<file path="config.mk">
export PLATFORM = sky130hd
export DESIGN_NAME = adrres_regs
export DESIGN_NICKNAME = d
export VERILOG_FILES = /design/src/core/adrres_regs.v
export VERILOG_INCLUDE_DIRS = /design/src /design/src/common
export SDC_FILE = /design/constraint.sdc
export NUM_CORES = 1
export LEC_CHECK = 0
export ABC_CLOCK_PERIOD_IN_PS = 5600
export BUFFER_PORTS_ARGS = -buffer_cell sky130_fd_sc_hd__buf_4
export CORE_MARGIN = 2
export CORE_UTILIZATION = 50
export CTS_BUF_LIST = sky130_fd_sc_hd__clkbuf_16
export DETAILED_ROUTE_END_ITERATION = 16
export PLACE_DENSITY = 0.72
export SLEW_MARGIN = 20
export SYNTH_ARGS = -nofsm -noshare
export SYNTH_HDL_FRONTEND = slang
export SYNTH_SLANG_ARGS = --single-unit
export TNS_END_PERCENT = 20
</file>
<file path="constraint.sdc">
create_clock -name clock -period 5.6 [get_ports clock]
set_clock_uncertainty 0.2 [all_clocks]
set_input_delay 0 -clock clock [delete_from_list [all_inputs] [get_ports clock]]
set_output_delay 0 -clock clock [all_outputs]
set_load 0.1 [all_outputs]
</file>
<file path="src/common/adrres_defines.vh">
// Register offsets, field positions and reset values of the address resolver register bank.
// Assumes a 32-bit Avalon-MM slave with byte addresses; included by bare name.
`ifndef ADRRES_DEFINES_VH
`define ADRRES_DEFINES_VH
`define ADRRES_OFS_START 12'h000
`define ADRRES_OFS_STOP 12'h008
`define ADRRES_OFS_EV_DONE 12'h100
`define ADRRES_OFS_EV_MATCH 12'h104
`define ADRRES_OFS_EV_NOMATCH 12'h108
`define ADRRES_OFS_IRQ_SET 12'h304
`define ADRRES_OFS_IRQ_CLR 12'h308
`define ADRRES_OFS_STATUS 12'h400
`define ADRRES_OFS_ENABLE 12'h500
`define ADRRES_OFS_KEYCNT 12'h504
`define ADRRES_OFS_KEYPTR 12'h508
`define ADRRES_OFS_TGTPTR 12'h510
`define ADRRES_OFS_SCRPTR 12'h514
`define ADRRES_BIT_DONE 0
`define ADRRES_BIT_MATCH 1
`define ADRRES_BIT_NOMATCH 2
`define ADRRES_ENABLE_ON 2'h3
`define ADRRES_ENABLE_OFF 2'h0
`define ADRRES_RST_KEYCNT 5'h01
`define ADRRES_RST_ZERO 32'h0000_0000
`define ADRRES_KEYCNT_MAX 5'h10
`define ADRRES_KEY_BYTES 32'h0000_0010
`endif

</file>
<file path="src/core/adrres_regs.v">
// Address resolver register bank with Avalon-MM slave, events, interrupt and resolver hooks.
// Assumes a resolution core outside that reports per-key results through res_key_* ports.
//
// Decided for this implementation: the Avalon-MM register port.
`timescale 1ns/1ns
`include "adrres_defines.vh"
module adrres_regs (
    input wire clock,
    input wire arst_n,
    input wire [11:0] avs_address,
    input wire avs_read,
    input wire avs_write,
    input wire [31:0] avs_writedata,
    input wire [3:0] avs_byteenable,
    output reg [31:0] avs_readdata,
    output reg avs_waitrequest,
    output reg irq,
    output reg busy,
    output reg key_req,
    output reg [31:0] key_addr,
    output reg [31:0] target_addr,
    output reg [31:0] scratch_addr,
    input wire res_key_valid,
    input wire res_key_match
);
    localparam ST_IDLE = 2'd0;
    localparam ST_REQ = 2'd1;
    localparam ST_WAIT = 2'd2;

    reg [1:0] state_ff;
    reg [1:0] enable_ff;
    reg [4:0] keycnt_ff;
    reg [31:0] keyptr_ff;
    reg [31:0] tgtptr_ff;
    reg [31:0] scrptr_ff;
    reg [2:0] irqen_ff;
    reg [2:0] event_ff;
    reg [3:0] status_ff;
    reg [4:0] keyidx_ff;
    reg ack_ff;
    reg [2:0] nxt_event;
    reg [31:0] nxt_rdata;

    wire acc = (avs_read | avs_write) & ~ack_ff;
    wire wr = avs_write & ~ack_ff;
    wire full_wr = wr & (&avs_byteenable);
    wire run = (enable_ff == `ADRRES_ENABLE_ON);
    wire start_hit = full_wr & (avs_address == `ADRRES_OFS_START) & avs_writedata[0];
    wire stop_hit = full_wr & (avs_address == `ADRRES_OFS_STOP) & avs_writedata[0];
    wire last_key = (keyidx_ff + 5'd1 >= keycnt_ff);
    wire fin_match = (state_ff == ST_WAIT) & res_key_valid & res_key_match;
    wire fin_nomatch = (state_ff == ST_WAIT) & res_key_valid & ~res_key_match & last_key;

    function [31:0] wmerge;
        input [31:0] old;
        input [31:0] data;
        input [3:0] be;
        integer i;
        begin
            for (i = 0; i < 4; i = i + 1) begin
                wmerge[i*8 +: 8] = be[i] ? data[i*8 +: 8] : old[i*8 +: 8];
            end
        end
    endfunction

    function wr_hit;
        input [11:0] ofs;
        begin
            wr_hit = wr & (avs_address == ofs);
        end
    endfunction

    // Event flags: hardware set beats software clear
    always @* begin
        nxt_event = event_ff;
        if (wr_hit(`ADRRES_OFS_EV_DONE) & avs_byteenable[0] & ~avs_writedata[0])
            nxt_event[`ADRRES_BIT_DONE] = 1'b0;
        if (wr_hit(`ADRRES_OFS_EV_MATCH) & avs_byteenable[0] & ~avs_writedata[0])
            nxt_event[`ADRRES_BIT_MATCH] = 1'b0;
        if (wr_hit(`ADRRES_OFS_EV_NOMATCH) & avs_byteenable[0] & ~avs_writedata[0])
            nxt_event[`ADRRES_BIT_NOMATCH] = 1'b0;
        if (fin_match | fin_nomatch)
            nxt_event[`ADRRES_BIT_DONE] = 1'b1;
        if (fin_match)
            nxt_event[`ADRRES_BIT_MATCH] = 1'b1;
        if (fin_nomatch)
            nxt_event[`ADRRES_BIT_NOMATCH] = 1'b1;
    end

    // Read mux
    always @* begin
        nxt_rdata = `ADRRES_RST_ZERO;
        case (avs_address)
            `ADRRES_OFS_EV_DONE: nxt_rdata[0] = event_ff[`ADRRES_BIT_DONE];
            `ADRRES_OFS_EV_MATCH: nxt_rdata[0] = event_ff[`ADRRES_BIT_MATCH];
            `ADRRES_OFS_EV_NOMATCH: nxt_rdata[0] = event_ff[`ADRRES_BIT_NOMATCH];
            `ADRRES_OFS_IRQ_SET: nxt_rdata[2:0] = irqen_ff;
            `ADRRES_OFS_IRQ_CLR: nxt_rdata[2:0] = irqen_ff;
            `ADRRES_OFS_STATUS: nxt_rdata[3:0] = status_ff;
            `ADRRES_OFS_ENABLE: nxt_rdata[1:0] = enable_ff;
            `ADRRES_OFS_KEYCNT: nxt_rdata[4:0] = keycnt_ff;
            `ADRRES_OFS_KEYPTR: nxt_rdata = keyptr_ff;
            `ADRRES_OFS_TGTPTR: nxt_rdata = tgtptr_ff;
            `ADRRES_OFS_SCRPTR: nxt_rdata = scrptr_ff;
            default: nxt_rdata = `ADRRES_RST_ZERO;
        endcase
    end

    // Bus slave: one wait cycle, answer on the second edge
    always @(posedge clock or negedge arst_n) begin
        if (!arst_n) begin
            ack_ff <= 1'b0;
            avs_readdata <= `ADRRES_RST_ZERO;
        end else begin
            ack_ff <= acc;
            if (acc & avs_read)
                avs_readdata <= nxt_rdata;
        end
    end

    always @* avs_waitrequest = ~ack_ff & (avs_read | avs_write);

    // Configuration registers
    always @(posedge clock or negedge arst_n) begin
        if (!arst_n) begin
            enable_ff <= `ADRRES_ENABLE_OFF;
            keycnt_ff <= `ADRRES_RST_KEYCNT;
            keyptr_ff <= `ADRRES_RST_ZERO;
            tgtptr_ff <= `ADRRES_RST_ZERO;
            scrptr_ff <= `ADRRES_RST_ZERO;
            irqen_ff <= 3'h0;
            event_ff <= 3'h0;
        end else begin
            event_ff <= nxt_event;
            if (wr_hit(`ADRRES_OFS_ENABLE) & avs_byteenable[0])
                enable_ff <= avs_writedata[1:0];
            if (wr_hit(`ADRRES_OFS_KEYCNT) & avs_byteenable[0])
                keycnt_ff <= avs_writedata[4:0];
            if (wr_hit(`ADRRES_OFS_KEYPTR))
                keyptr_ff <= wmerge(keyptr_ff, avs_writedata, avs_byteenable);
            if (wr_hit(`ADRRES_OFS_TGTPTR))
                tgtptr_ff <= wmerge(tgtptr_ff, avs_writedata, avs_byteenable);
            if (wr_hit(`ADRRES_OFS_SCRPTR))
                scrptr_ff <= wmerge(scrptr_ff, avs_writedata, avs_byteenable);
            if (wr_hit(`ADRRES_OFS_IRQ_SET) & avs_byteenable[0])
                irqen_ff <= irqen_ff | avs_writedata[2:0];
            else if (wr_hit(`ADRRES_OFS_IRQ_CLR) & avs_byteenable[0])
                irqen_ff <= irqen_ff & ~avs_writedata[2:0];
        end
    end

    // Resolution sequencer walking the key table
    always @(posedge clock or negedge arst_n) begin
        if (!arst_n) begin
            state_ff <= ST_IDLE;
            keyidx_ff <= 5'h00;
            status_ff <= 4'h0;
            busy <= 1'b0;
            key_req <= 1'b0;
            key_addr <= `ADRRES_RST_ZERO;
            target_addr <= `ADRRES_RST_ZERO;
            scratch_addr <= `ADRRES_RST_ZERO;
            irq <= 1'b0;
        end else begin
            irq <= |(nxt_event & irqen_ff);
            key_req <= 1'b0;
            if (stop_hit | ~run) begin
                state_ff <= ST_IDLE;
                busy <= 1'b0;
            end else begin
                case (state_ff)
                    ST_IDLE: begin
                        if (start_hit) begin
                            state_ff <= ST_REQ;
                            keyidx_ff <= 5'h00;
                            busy <= 1'b1;
                            key_addr <= keyptr_ff;
                            target_addr <= tgtptr_ff;
                            scratch_addr <= scrptr_ff;
                        end
                    end
                    ST_REQ: begin
                        key_req <= 1'b1;
                        state_ff <= ST_WAIT;
                    end
                    ST_WAIT: begin
                        if (fin_match) begin
                            status_ff <= keyidx_ff[3:0];
                            state_ff <= ST_IDLE;
                            busy <= 1'b0;
                        end else if (fin_nomatch) begin
                            state_ff <= ST_IDLE;
                            busy <= 1'b0;
                        end else if (res_key_valid) begin
                            keyidx_ff <= keyidx_ff + 5'd1;
                            key_addr <= key_addr + `ADRRES_KEY_BYTES;
                            state_ff <= ST_REQ;
                        end
                    end
                    default: state_ff <= ST_IDLE;
                endcase
            end
        end
    end
endmodule

</file>
Word level (Yosys, flattened, before mapping)
Cells that the tools add are included.
{"block": "classes", "addsub": 2, "n_eq_ne": 22, "n_mux": 37, "reduce_logical": 25, "bitwise": 44, "order_cmp": 1}
{"cell": "$mux W32", "count": 4}
{"cell": "$pmux W27 S3", "count": 1}
{"cell": "$eq A12 B11 Y1 const B", "count": 6}
{"cell": "$pmux W32 S2", "count": 1}
{"cell": "$eq A12 B9 Y1 const B", "count": 3}
{"cell": "$add A32 B5 Y32 const B", "count": 1}
{"cell": "$and A1 B1 Y1", "count": 32}
{"cell": "$reduce_and A2 Y1", "count": 13}
{"cell": "$eq A12 B10 Y1 const B", "count": 2}
{"cell": "$mux W5", "count": 4}
{"cell": "$eq A12 B4 Y1 const B", "count": 1}
{"cell": "$logic_not A12 Y1", "count": 1}
{"cell": "$mux W1", "count": 12}
{"cell": "$mux W2", "count": 5}
{"cell": "$pmux W1 S10", "count": 1}
{"cell": "$pmux W5 S2", "count": 1}
{"cell": "$reduce_and A3 Y1", "count": 3}
{"cell": "$ne A2 B2 Y1 const B", "count": 4}
{"cell": "$pmux W1 S7", "count": 1}
{"cell": "$and A3 B3 Y3", "count": 2}
{"cell": "$mux W3", "count": 2}
{"cell": "$pmux W1 S6", "count": 1}
{"cell": "$pmux W2 S3", "count": 1}
{"cell": "$reduce_and A6 Y1", "count": 1}
{"cell": "20 further kinds", "count": 28}
{"block": "totals", "out_inout_bits": 132, "wordCells": 158, "input_bits": 54, "regBits": 252}

Depth between registers and ports, before layout
Gate-level depths: netlist of run 1.
{"block": "depth", "ltp_word": 9, "ltp_mapped": 11}

Worst setup path before layout of run 1
OpenSTA, ideal clock, no wires.
{"block": "synth_timing", "kind": "register to register", "start": "register key_addr[4]", "end": "register key_addr[28]", "setup_time_ns": 0.126, "t_arrival_ns": 2.861, "slack_ns": 2.413, "period_less_slack_ns": 3.187, "stages_incl_launch_ff": 9, "path_cell_list": "dfrtp_1 ha_1 nand3_1 or4_1 clkbuf_1 or3_1 or3_1 o21ai_0 a21oi_1"}
{"block": "synth_between", "elab_chain_cells": 5}
{"item": "start: declaration", "line": "adrres_regs.v:20", "text": "output reg [31:0] key_addr,"}
{"item": "start signal: assignment", "line": "adrres_regs.v:160", "text": "key_addr <= `ADRRES_RST_ZERO;"}
{"item": "start signal: assignment", "line": "adrres_regs.v:177", "text": "key_addr <= keyptr_ff;"}
{"item": "start signal: assignment", "line": "adrres_regs.v:196", "text": "key_addr <= key_addr + `ADRRES_KEY_BYTES;"}
{"item": "$add A32 B5 Y32 (no source line)"}
{"item": "$mux W32", "line": "adrres_regs.v:194", "text": "end else if (res_key_valid) begin"}
{"item": "$mux W32", "line": "adrres_regs.v:191", "text": "end else if (fin_nomatch) begin"}
{"item": "$mux W32", "line": "adrres_regs.v:187", "text": "if (fin_match) begin"}
{"item": "$pmux W32 S2", "line": "adrres_regs.v:171", "text": "case (state_ff)"}
No other way between the ends. The select of a mux whose other input is x is not followed.
A chain may end at the register's enable or synchronous reset.

Worst setup path after layout of run 1
{"block": "layout_timing", "start": "input avs_address[4]", "end": "register keyptr_ff[10]"}
{"block": "layout_between", "elab_chain_cells": 3}
{"item": "start: declaration", "line": "adrres_regs.v:10", "text": "input wire [11:0] avs_address,"}
{"item": "$eq A12 B11 Y1", "line": "adrres_regs.v:69", "text": "wr_hit = wr & (avs_address == ofs);"}
{"item": "$and A1 B1 Y1", "line": "adrres_regs.v:69"}
{"item": "$reduce_and A2 Y1 (no source line)"}
{"item": "end signal: assignment", "line": "adrres_regs.v:128", "text": "keyptr_ff <= `ADRRES_RST_ZERO;"}
{"item": "end signal: assignment", "line": "adrres_regs.v:140", "text": "keyptr_ff <= wmerge(keyptr_ff, avs_writedata, avs_byteenable);"}
{"item": "end: declaration", "line": "adrres_regs.v:33", "text": "reg [31:0] keyptr_ff;"}
No other way between the ends.

==> results of run 1 <==
logic make-up after synthesis:
kind of cell,share of synthesized area
AOI/OAI and AO/OA,0.110
xor gates and xnor gates,0.00319
adders and majority gates,0.00798
buffers and inverters,0.0273
DFF,0.574
muxes,0.117
and+or+nand+nor,0.160
per-stage QoR:
step	cell area, sq um	worst slack [ns]	hold WS (ns)	util	total power [mW]
after floorplan	11000	2.41	-0.496	-	1.91
after global placement	12600	2.47	0.0292	0.583	2.01
after detailed placement	12600	2.40	0.0174	0.583	2.01
after CTS	14200	1.88	0.00336	0.655	3.82
after global routing	14200	1.67	0.0336	0.657	3.91
final	14200	1.80	0.0419	0.657	3.80
layer usage:
metal  vias up  wire length (um)
met5         -                 0
met4         0               727
met3        62              2110
met2       379             14900
met1      4493             13100
li1       4153                 -
cells in the final DEF, fill, tap and decap left out, types with 3 or more instances in the layout:
cell and n:
or3_1 6, o21bai_1 3, a22oi_1 3, nand2_1 285
nor3_1 5, mux2_2 111, a222oi_1 30, clkinv_2 5
clkinv_1 5, dlygate4sd3_1 69, ha_1 7, bufinv_16 4
nand3_1 30, clkinvlp_4 4, nor2b_1 4, dfrtp_1 251
nand4_1 9, a31oi_1 7, mux2i_1 4, nor4_1 3
o21ai_0 60, a21oi_1 50, nor2_1 24, a22o_1 4
buf_4 198, clkbuf_16 27, nand2b_1 7, a21o_1 3
and2_1 7, and3_1 9, inv_1 16, o22ai_1 13
state kept, by name (all words and copies together) (netlist names), named ones only:
register,flops
event_ff,3
ack_ff,1
state_ff,2
keycnt_ff,5
busy,1
target_addr,32
avs_readdata,32
key_req,1
enable_ff,2
key_addr,32
tgtptr_ff,32
keyptr_ff,32
scrptr_ff,32
keyidx_ff,5
status_ff,4
irq,1
scratch_addr,32
repair_timing:
action                    in CTS  in global routing
hold endpoints to repair     274                 33
setup buffers                  0                  0
hold buffers                  68                  1
final cells by class:
cell class	instances	area, sq um
Sequential cell	252	6310
Tap cell	280	350
Multi-Input combinational cell	719	4430
Timing Repair Buffer	269	2220
Clock inverter	20	206
Fill cell	1702	7450
Inverter	15	56.3
Clock buffer	27	676
worst max-delay path, delay by kind of cell:
family                 cells  cell delay, ns
muxes                      1            0.41
buffers and inverters      4            1.99
and+or+nand+nor            4            1.59
power by group through the flow:
stage / registers, mW / logic, mW / clock network, mW
floorplan: 1.88 / 0.0278 / 0
global placement: 1.86 / 0.144 / 0
detailed placement: 1.86 / 0.145 / 0
CTS: 1.83 / 0.176 / 1.81
global route: 1.83 / 0.193 / 1.88
finish: 1.83 / 0.178 / 1.79
worst min-delay path by stage:
stage | from | endpoint | depth (start not counted)
after CTS | avs_address[5] | busy$_DFFE_PN0P_ | 7
after detailed placement | arst_n | target_addr[31]$_DFFE_PN0P_ | 1
final | avs_address[7] | avs_readdata[3]$_DFFE_PN0P_ | 6
after floorplan | arst_n | asynchronous set/reset pin | 0
after global routing | avs_address[7] | flop | 4
after global placement | arst_n | key_addr[0]$_DFFE_PN0P_ | 1
==> flow_summary_export.csv, run 1 <==
group,metric,value,unit
setup_path,rr_endpoint,"scratch_addr[29]$_DFFE_PN0P_",
yosys,yosys_warnings,0,
yosys,netlist_instances,1042,
routing,drtIter0Drc,811,
setup_path,end_kind,"flop",
clock_tree,cts_tree,"built",
sta,max-slew-margin-rel,0.373,
floorplan,io_pins,186,
power_and_ir_drop,switching_share,0.223,
global_route,grtUsageMet2,0.434,
yosys,ys_seq_area_frac,0.574,
yosys,yosys-top-cells-area,"dfrtp_1 (57%), mux2_2 (11%), nand2_1 (9.7%)",
floorplan,die_h,152,um
yosys,yosysMostFrequentCell,"nand2_1",
routing,first_pass_iters,6,
setup_path,worstPathCellList,"dlygate4sd3_1, buf_4, nor4_2, dlygate4sd3_1, nand2_1, nor2_4, nand3_1, mux2_2, dlygate4sd3_1",
hold_path,hp-class,"input port to flop",
global_route,grt_busiest_layer,"met2",
setup_path,critPathLaunchType,"input port",
global_route,antenna_found_initial,0,
yosys,synth.ff_latch_count,252,
power_and_ir_drop,clkPwrFrac,0.471,
global_route,use_met3,0.0449,
power_and_ir_drop,switchingPower,0.849,mW
setup_path,r2r_cells,7,
clock_tree,clk_pin_slew,0.06,ns
setup_path,crit_arrival,4.01,ns
power_and_ir_drop,p_leak,7.06,nW
status,status,"finished, final reports clean",
routing,drc,0,
global_route,first_global_vias,8971,
yosys,synth-edff-count,0,
floorplan,start_util,0.506,
setup_path,required,5.80,ns
sta,tightest_slew,0.940,ns
clock_tree,clk-insertion-delay-late,0.53,ns
final_layout,layout-drive-gt1-share,0.280,
sta,fin_crit,3.80,ns
setup_path,critical_path.endpoint,"keyptr_ff[10]$_DFFE_PN0P_",
clock_tree,numCtsBuffers,27,
yosys,synthesis.area,0.0110,sq mm
routing,viasPerCell,5.74,
setup_path,slowest_delay,0.71,ns
clock_tree,max-clock-path-buffers,3,
setup_path,worst_path_most_repeated_cell,"dlygate4sd3_1",
routing,ant_nets,0,
yosys,synth_nets,1103,
yosys,avgSynthCellArea,10.5,sq um
sta,setup_viol,0,
global_route,grt_use_total,0.263,
setup_path,critPathLaunch,"avs_address[4]",
place,gp_congestion,0.903,
sta,period_share,0.679,
setup_path,r2r-start,"ack_ff$_DFF_PN0_",
sta,setup_tns,0,ns
clock_tree,root_buffer,"clkbuf_16",
power_and_ir_drop,power_density,267,mW/mm^2
setup_path,path_max_fanout,21,
yosys,async_reset_ff_frac,1.00,
setup_path,critPathKind,"input port to flop",
floorplan,die_area,0.0232,sq mm
final_layout,area_growth,29.7,%
routing,post_drt_wl_per_cell,19.5,um
yosys,synth_flop_cell,"dfrtp_1",
place,place_inst,1465,
place,hpwl,20600,um
power_and_ir_drop,seqPwrFrac,0.482,
clock_tree,cts.repair.resized,0,
sta,fmaxAchievable,263,MHz
global_route,gr-total-overflow,0,
setup_path,critPathSlowestCell,"dlygate4sd3_1",
power_and_ir_drop,vdd_ir_drop_max,0.206,mV
yosys,synth.top_cell.area_share,0.572,
floorplan,coreArea,0.0217,sq mm
place,portBuffers,185,
sta,rsz0062_at_grt,"no",
power_and_ir_drop,p_int,2.95,mW
floorplan,die_w,152,um
power_and_ir_drop,p_comb_frac,0.047,
sta,hold_viol,0,
final_layout,antenna_cells,0,
global_route,grt_max_degree,142,
yosys,synthTopCellsByCount,"nand2_1 (285), dfrtp_1 (251), mux2_2 (111)",
final_layout,final_nets,1345,
clock_tree,htreeDepth,1,
global_route,grt_pass1_wl,49500,um
final_layout,fin_cells,1582,
clock_tree,cts_num_sinks,252,
routing,drt-total-wl,30800,um
sta,finalMaxSlewViolations,0,
yosys,synth_area_leader_cell,"dfrtp_1",
setup_path,ff2ff_setup_slack,2.36,ns
floorplan,num_rows,54,
global_route,met1_usage,0.365,
routing,via_count,9087,
job,drv_cap,0,
yosys,ys_types,54,
(Power assumes the default switching activity.)
==> run 2: changes to the inputs <==
--- a/config.mk
+++ b/config.mk
@@ -6,7 +6,7 @@
 export SDC_FILE = /design/constraint.sdc
 export NUM_CORES = 1
 export LEC_CHECK = 0
-export ABC_CLOCK_PERIOD_IN_PS = 5600
+export ABC_CLOCK_PERIOD_IN_PS = 3700
 export BUFFER_PORTS_ARGS = -buffer_cell sky130_fd_sc_hd__buf_4
 export CORE_MARGIN = 2
 export CORE_UTILIZATION = 50
==> constraint.sdc (replaced) <==
create_clock -name clock -period 3.7 [get_ports clock]
set_clock_uncertainty 0.2 [all_clocks]
set_input_delay 0 -clock clock [delete_from_list [all_inputs] [get_ports clock]]
set_output_delay 0 -clock clock [all_outputs]
set_load 0.1 [all_outputs]
==> run 2 against run 1 <==
Register-to-register slack got worse by 2.1 ns. Clock-buffer cell count fell by 1. Utilization is 0.30 points lower. First-iteration DRC count is 14% higher. Total power increased by 47%. Die area unchanged. Cell count is 0.19% lower. Worst hold slack got worse by 0.021 ns. Sequential share of layout area grew 0.20 points. Via count grew 0.13%. Cell area shrank 0.46%. Critical endpoint is now scratch_addr[20]$_DFFE_PN0P_. Largest cell class unchanged.
==> flow_summary_export.csv, run 2 (same netlist as run 1, synthesis figures left out) <==
group,metric,value,unit
status,status,"finished, final reports clean",
global_route,grt_max_degree,107,
final_layout,layout_commonest_cell,"nand2_1",
place,hpwl,20200,um
global_route,grt_busiest_layer,"met2",
place,gp_congestion,0.912,
final_layout,final_cell_mix,"nand2_1 (285), dfrtp_1 (251), buf_4 (198)",
sta,max-slew-margin-rel,0.401,
hold_path,hp-class,"input port to flop",
setup_path,required,3.92,ns
power_and_ir_drop,vdd_ir_drop_max,0.414,mV
final_layout,layout-drive-gt1-share,0.276,
clock_tree,clk_pin_slew,0.06,ns
global_route,grt_pass1_wl,49700,um
final_layout,seq_area,0.00631,sq mm
routing,drt-total-wl,30600,um
final_layout,antenna_cells,0,
clock_tree,numCtsBuffers,26,
routing,viasPerCell,5.76,
setup_path,critPathKind,"flop to flop",
sta,rsz0062_at_grt,"no",
sta,fmaxAchievable,291,MHz
final_layout,multi_input_area,0.00443,sq mm
setup_path,end_kind,"flop",
final_layout,final_nets,1341,
sta,fin_crit,3.44,ns
routing,ant_nets,0,
clock_tree,cts_num_sinks,252,
clock_tree,clk-insertion-delay-late,0.54,ns
clock_tree,root_buffer,"clkbuf_16",
sta,setup_viol,0,
setup_path,crit_arrival,3.66,ns
final_layout,fin_cells,1579,
global_route,gr-total-overflow,0,
final_layout,fill_cells,1723,
global_route,met1_usage,0.361,
routing,post_drt_wl_per_cell,19.4,um
clock_tree,max-clock-path-buffers,3,
setup_path,critPathLaunchType,"flop",
power_and_ir_drop,power_density,395,mW/mm^2
setup_path,path_max_fanout,68,
floorplan,io_pins,186,
routing,via_count,9099,
sta,tightest_slew,0.895,ns
floorplan,die_w,152,um
global_route,antenna_found_initial,0,
power_and_ir_drop,p_leak,7.05,nW
place,place_inst,1468,
routing,drc,0,
routing,first_pass_iters,6,
floorplan,die_area,0.0232,sq mm
sta,finalMaxSlewViolations,0,
final_layout,area_growth,29.1,%
floorplan,die_h,152,um
place,portBuffers,185,
sta,period_share,0.929,
floorplan,coreArea,0.0217,sq mm
floorplan,start_util,0.506,
routing,drtIter0Drc,927,
global_route,use_met3,0.0449,
floorplan,num_rows,54,
sta,whs,0.0211,ns
sta,hold_viol,0,
sta,setup_tns,0,ns
clock_tree,htreeDepth,1,
job,drv_cap,0,
clock_tree,cts_tree,"built",
global_route,grtUsageMet2,0.428,
global_route,first_global_vias,9160,
global_route,grt_use_total,0.263,
-- run 2: cell types whose count changed in the layout (fill, tap and decap cells not counted), sizes merged --
cell / previous run / this run
buf: 200 / 202
inv: 17 / 21
bufinv: 4 / 3
dlymetal6s4s: 0 / 1
dlygate4sd3: 69 / 63
clkbuf: 27 / 26
clkinvlp: 4 / 2
-- run 2: metrics by stage --
stage	cell area (sq um)	util	power [mW]	setup WS (ns)
floorplan	11000	-	2.89	0.513
global placement	12700	0.586	3.04	0.803
detailed placement	12700	0.586	3.04	0.724
CTS	14200	0.653	5.64	0.170
global route	14200	0.654	5.78	0.0965
finish	14200	0.654	5.60	0.262
-- run 2: metal layers --
| metal | part of all wire | vias up |
|---|---|---|
| li1 | - | 4161 |
| met1 | 0.42 | 4512 |
| met2 | 0.48 | 354 |
| met3 | 0.068 | 72 |
| met4 | 0.032 | 0 |
| met5 | 0 | - |
-- run 2: path summary, 6_finish.rpt --
kind	start	endpoint	slack [ns]	cells past startpoint
min in group asynchronous	arst_n	key_addr[1]$_DFFE_PN0P_	0.46	3
hold reg to reg	scratch_addr[6]$_DFFE_PN0P_	scratch_addr[6]$_DFFE_PN0P_	0.26	2
setup / recovery	ack_ff$_DFF_PN0_	scratch_addr[20]$_DFFE_PN0P_	0.26	8
max in group asynchronous	arst_n	keyptr_ff[13]$_DFFE_PN0P_	1.92	4
hold / removal	avs_address[9]	avs_readdata[3]$_DFFE_PN0P_	0.02	5
setup reg to reg	ack_ff$_DFF_PN0_	scratch_addr[20]$_DFFE_PN0P_	0.26	8
-- run 2: worst max-delay path, cell delays in order, from the launching register on --
cell,delay [ns]
dfrtp_1,0.42
nand3b_1,0.22
dlygate4sd3_1,0.59
or4_4,0.47
or2_0,0.24
or4_2,0.55
buf_4,0.37
nand2_1,0.16
nand2_1,0.07
-- run 2: final cells by class --
class                   instances  share of cell area
flip-flops and latches        252               0.445
multi-input cells             719               0.312
repair buffers                266               0.156
clock buffers                  26              0.0459
well taps                     280              0.0247
clock inverters                21              0.0126
inverters                      15             0.00397
-- run 2: report_power, final --
part	total [mW]	leakage (nW)	switching [mW]	internal [mW]
logic	0.269	3.15	0.169	0.100
registers	2.77	3.48	0.00620	2.76
clock network	2.56	0.418	1.08	1.48
total	5.60	7.05	1.25	4.35
-- run 2: what timing repair did --
item                                   in CTS  in global routing
hold buffers                               64                  0
setup buffers                               0                  0
endpoints found under the hold margin     404                  0
setup endpoints to repair                   0                  1
resized for setup                           0                  2
==> run 3: changes to the inputs <==
--- a/config.mk
+++ b/config.mk
@@ -12,9 +12,9 @@
 export CORE_UTILIZATION = 50
 export CTS_BUF_LIST = sky130_fd_sc_hd__clkbuf_16
 export DETAILED_ROUTE_END_ITERATION = 16
+export HOLD_SLACK_MARGIN = 0.03
 export PLACE_DENSITY = 0.72
 export SLEW_MARGIN = 20
 export SYNTH_ARGS = -nofsm -noshare
 export SYNTH_HDL_FRONTEND = slang
 export SYNTH_SLANG_ARGS = --single-unit
-export TNS_END_PERCENT = 20
==> run 3 against run 2 <==
Critical path depth unchanged. Via count about the same. Wire length up 0.53%. Non-clock buffer count rose by 9. Flip-flop and latch count unchanged.
==> flow_summary_export.csv, run 3 (same netlist as run 1, synthesis figures left out) <==
group,metric,value,unit
routing,via_count,9093,
power_and_ir_drop,p_leak,7.10,nW
job,drv_cap,0,
clock_tree,cts_num_sinks,252,
final_layout,layout-drive-gt1-share,0.274,
global_route,grt_use_total,0.264,
place,place_area,0.0127,sq mm
final_layout,layout_commonest_cell,"nand2_1",
final_layout,fill_cells,1702,
place,portBuffers,185,
place,gp_congestion,0.912,
routing,ant_nets,0,
floorplan,start_util,0.506,
floorplan,num_rows,54,
setup_path,end_kind,"flop",
sta,rsz0062_at_grt,"no",
final_layout,stdcell_area,0.0143,sq mm
setup_path,crit_arrival,3.64,ns
global_route,met1_usage,0.362,
clock_tree,cts_setup_buffers,0,
routing,drt-total-wl,30700,um
sta,setup_tns,0,ns
clock_tree,numCtsBuffers,26,
routing,first_pass_iters,5,
final_layout,final_nets,1350,
clock_tree,clk-insertion-delay-late,0.54,ns
sta,fmaxAchievable,293,MHz
global_route,grt_pass1_wl,49900,um
sta,hold_viol,0,
final_layout,seq_area,0.00631,sq mm
clock_tree,clk_pin_slew,0.06,ns
sta,max-slew-margin-rel,0.397,
floorplan,die_h,152,um
power_and_ir_drop,vdd_ir_drop_max,0.412,mV
global_route,grt_busiest_layer,"met2",
sta,tightest_slew,0.902,ns
sta,setup_viol,0,
setup_path,path_max_fanout,68,
floorplan,die_w,152,um
global_route,antenna_found_initial,0,
sta,fin_crit,3.42,ns
final_layout,antenna_cells,0,
clock_tree,htreeDepth,1,
power_and_ir_drop,power_density,392,mW/mm^2
global_route,use_met3,0.0449,
status,status,"finished, final reports clean",
clock_tree,root_buffer,"clkbuf_16",
floorplan,die_area,0.0232,sq mm
final_layout,final_cell_mix,"nand2_1 (285), dfrtp_1 (251), buf_4 (198)",
global_route,first_global_vias,9195,
floorplan,coreArea,0.0217,sq mm
sta,finalMaxSlewViolations,0,
global_route,grtUsageMet2,0.433,
clock_tree,cts_tree,"built",
sta,period_share,0.923,
final_layout,area_growth,29.9,%
setup_path,critPathKind,"flop to flop",
place,hpwl,20200,um
hold_path,hp-class,"input port to flop",
routing,drtIter0Drc,996,
routing,post_drt_wl_per_cell,19.3,um
global_route,gr-total-overflow,0,
floorplan,io_pins,186,
routing,drc,0,
final_layout,multi_input_area,0.00443,sq mm
setup_path,required,3.92,ns
routing,viasPerCell,5.73,
setup_path,critPathLaunchType,"flop",
global_route,grt_max_degree,107,
clock_tree,max-clock-path-buffers,3,
[run 3: cell types whose count changed in the layout (fill, tap and decap cells not counted), sizes merged]
cell / change
dlygate4sd3: +9
[run 3: metrics by stage]
stage	instances	power, mW	hold slack (ns)	util	setup WS (ns)
after floorplan	1042	2.89	-0.496	-	0.513
after global placement	1468	3.04	-0.0873	0.586	0.803
after detailed placement	1468	3.04	-0.0746	0.586	0.724
after CTS	1588	5.64	0.0436	0.658	0.170
after global routing	1588	5.78	0.0649	0.658	0.0913
final	1588	5.60	0.0565	0.658	0.285
[run 3: critical path: stages, from the launching register on]
cell and delay (ns):
dfrtp_1 0.42, nand3b_1 0.20, dlygate4sd3_1 0.60, or4_4 0.47
or2_0 0.24, or4_2 0.55, buf_4 0.36, nand2_1 0.16
nand2_1 0.07
[run 3: path summary, 6_finish.rpt]
| path | startpoint | end | slack, ns | cells after the start |
|---|---|---|---|---|
| setup / recovery | ack_ff$_DFF_PN0_ | scratch_addr[20]$_DFFE_PN0P_ | 0.28 | 8 |
| hold / removal | avs_writedata[22] | keyptr_ff[22]$_DFFE_PN0P_ | 0.06 | 3 |
| setup reg to reg | ack_ff$_DFF_PN0_ | scratch_addr[20]$_DFFE_PN0P_ | 0.28 | 8 |
| hold reg to reg | scratch_addr[6]$_DFFE_PN0P_ | scratch_addr[6]$_DFFE_PN0P_ | 0.26 | 2 |
| max in group asynchronous | arst_n | scratch_addr[16]$_DFFE_PN0P_ | 1.91 | 4 |
| min in group asynchronous | arst_n | irq$_DFF_PN0_ | 0.46 | 3 |
[run 3: layout make-up]
class | count | area share
Tap cell | 280 | 0.0246
Multi-Input combinational cell | 719 | 0.310
Clock inverter | 21 | 0.0125
Inverter | 15 | 0.00395
Timing Repair Buffer | 275 | 0.161
Sequential cell | 252 | 0.442
Clock buffer | 26 | 0.0456
[run 3: power by group]
group          internal (mW)  switching, mW
registers               2.76        0.00663
logic                  0.103          0.170
clock network           1.48           1.07
[run 3: per-layer routing]
layer | vias up | routed length, um
li1 | 4166 | -
met1 | 4491 | 12900
met2 | 355 | 14700
met3 | 81 | 2100
met4 | 0 | 1000
met5 | - | 0
[run 3: repair_timing]
| action | in CTS | in global routing |
|---|---|---|
| endpoints found under the hold margin | 404 | 0 |
| setup endpoints to repair | 0 | 1 |
| hold buffers | 73 | 0 |
| resized for setup | 0 | 2 |
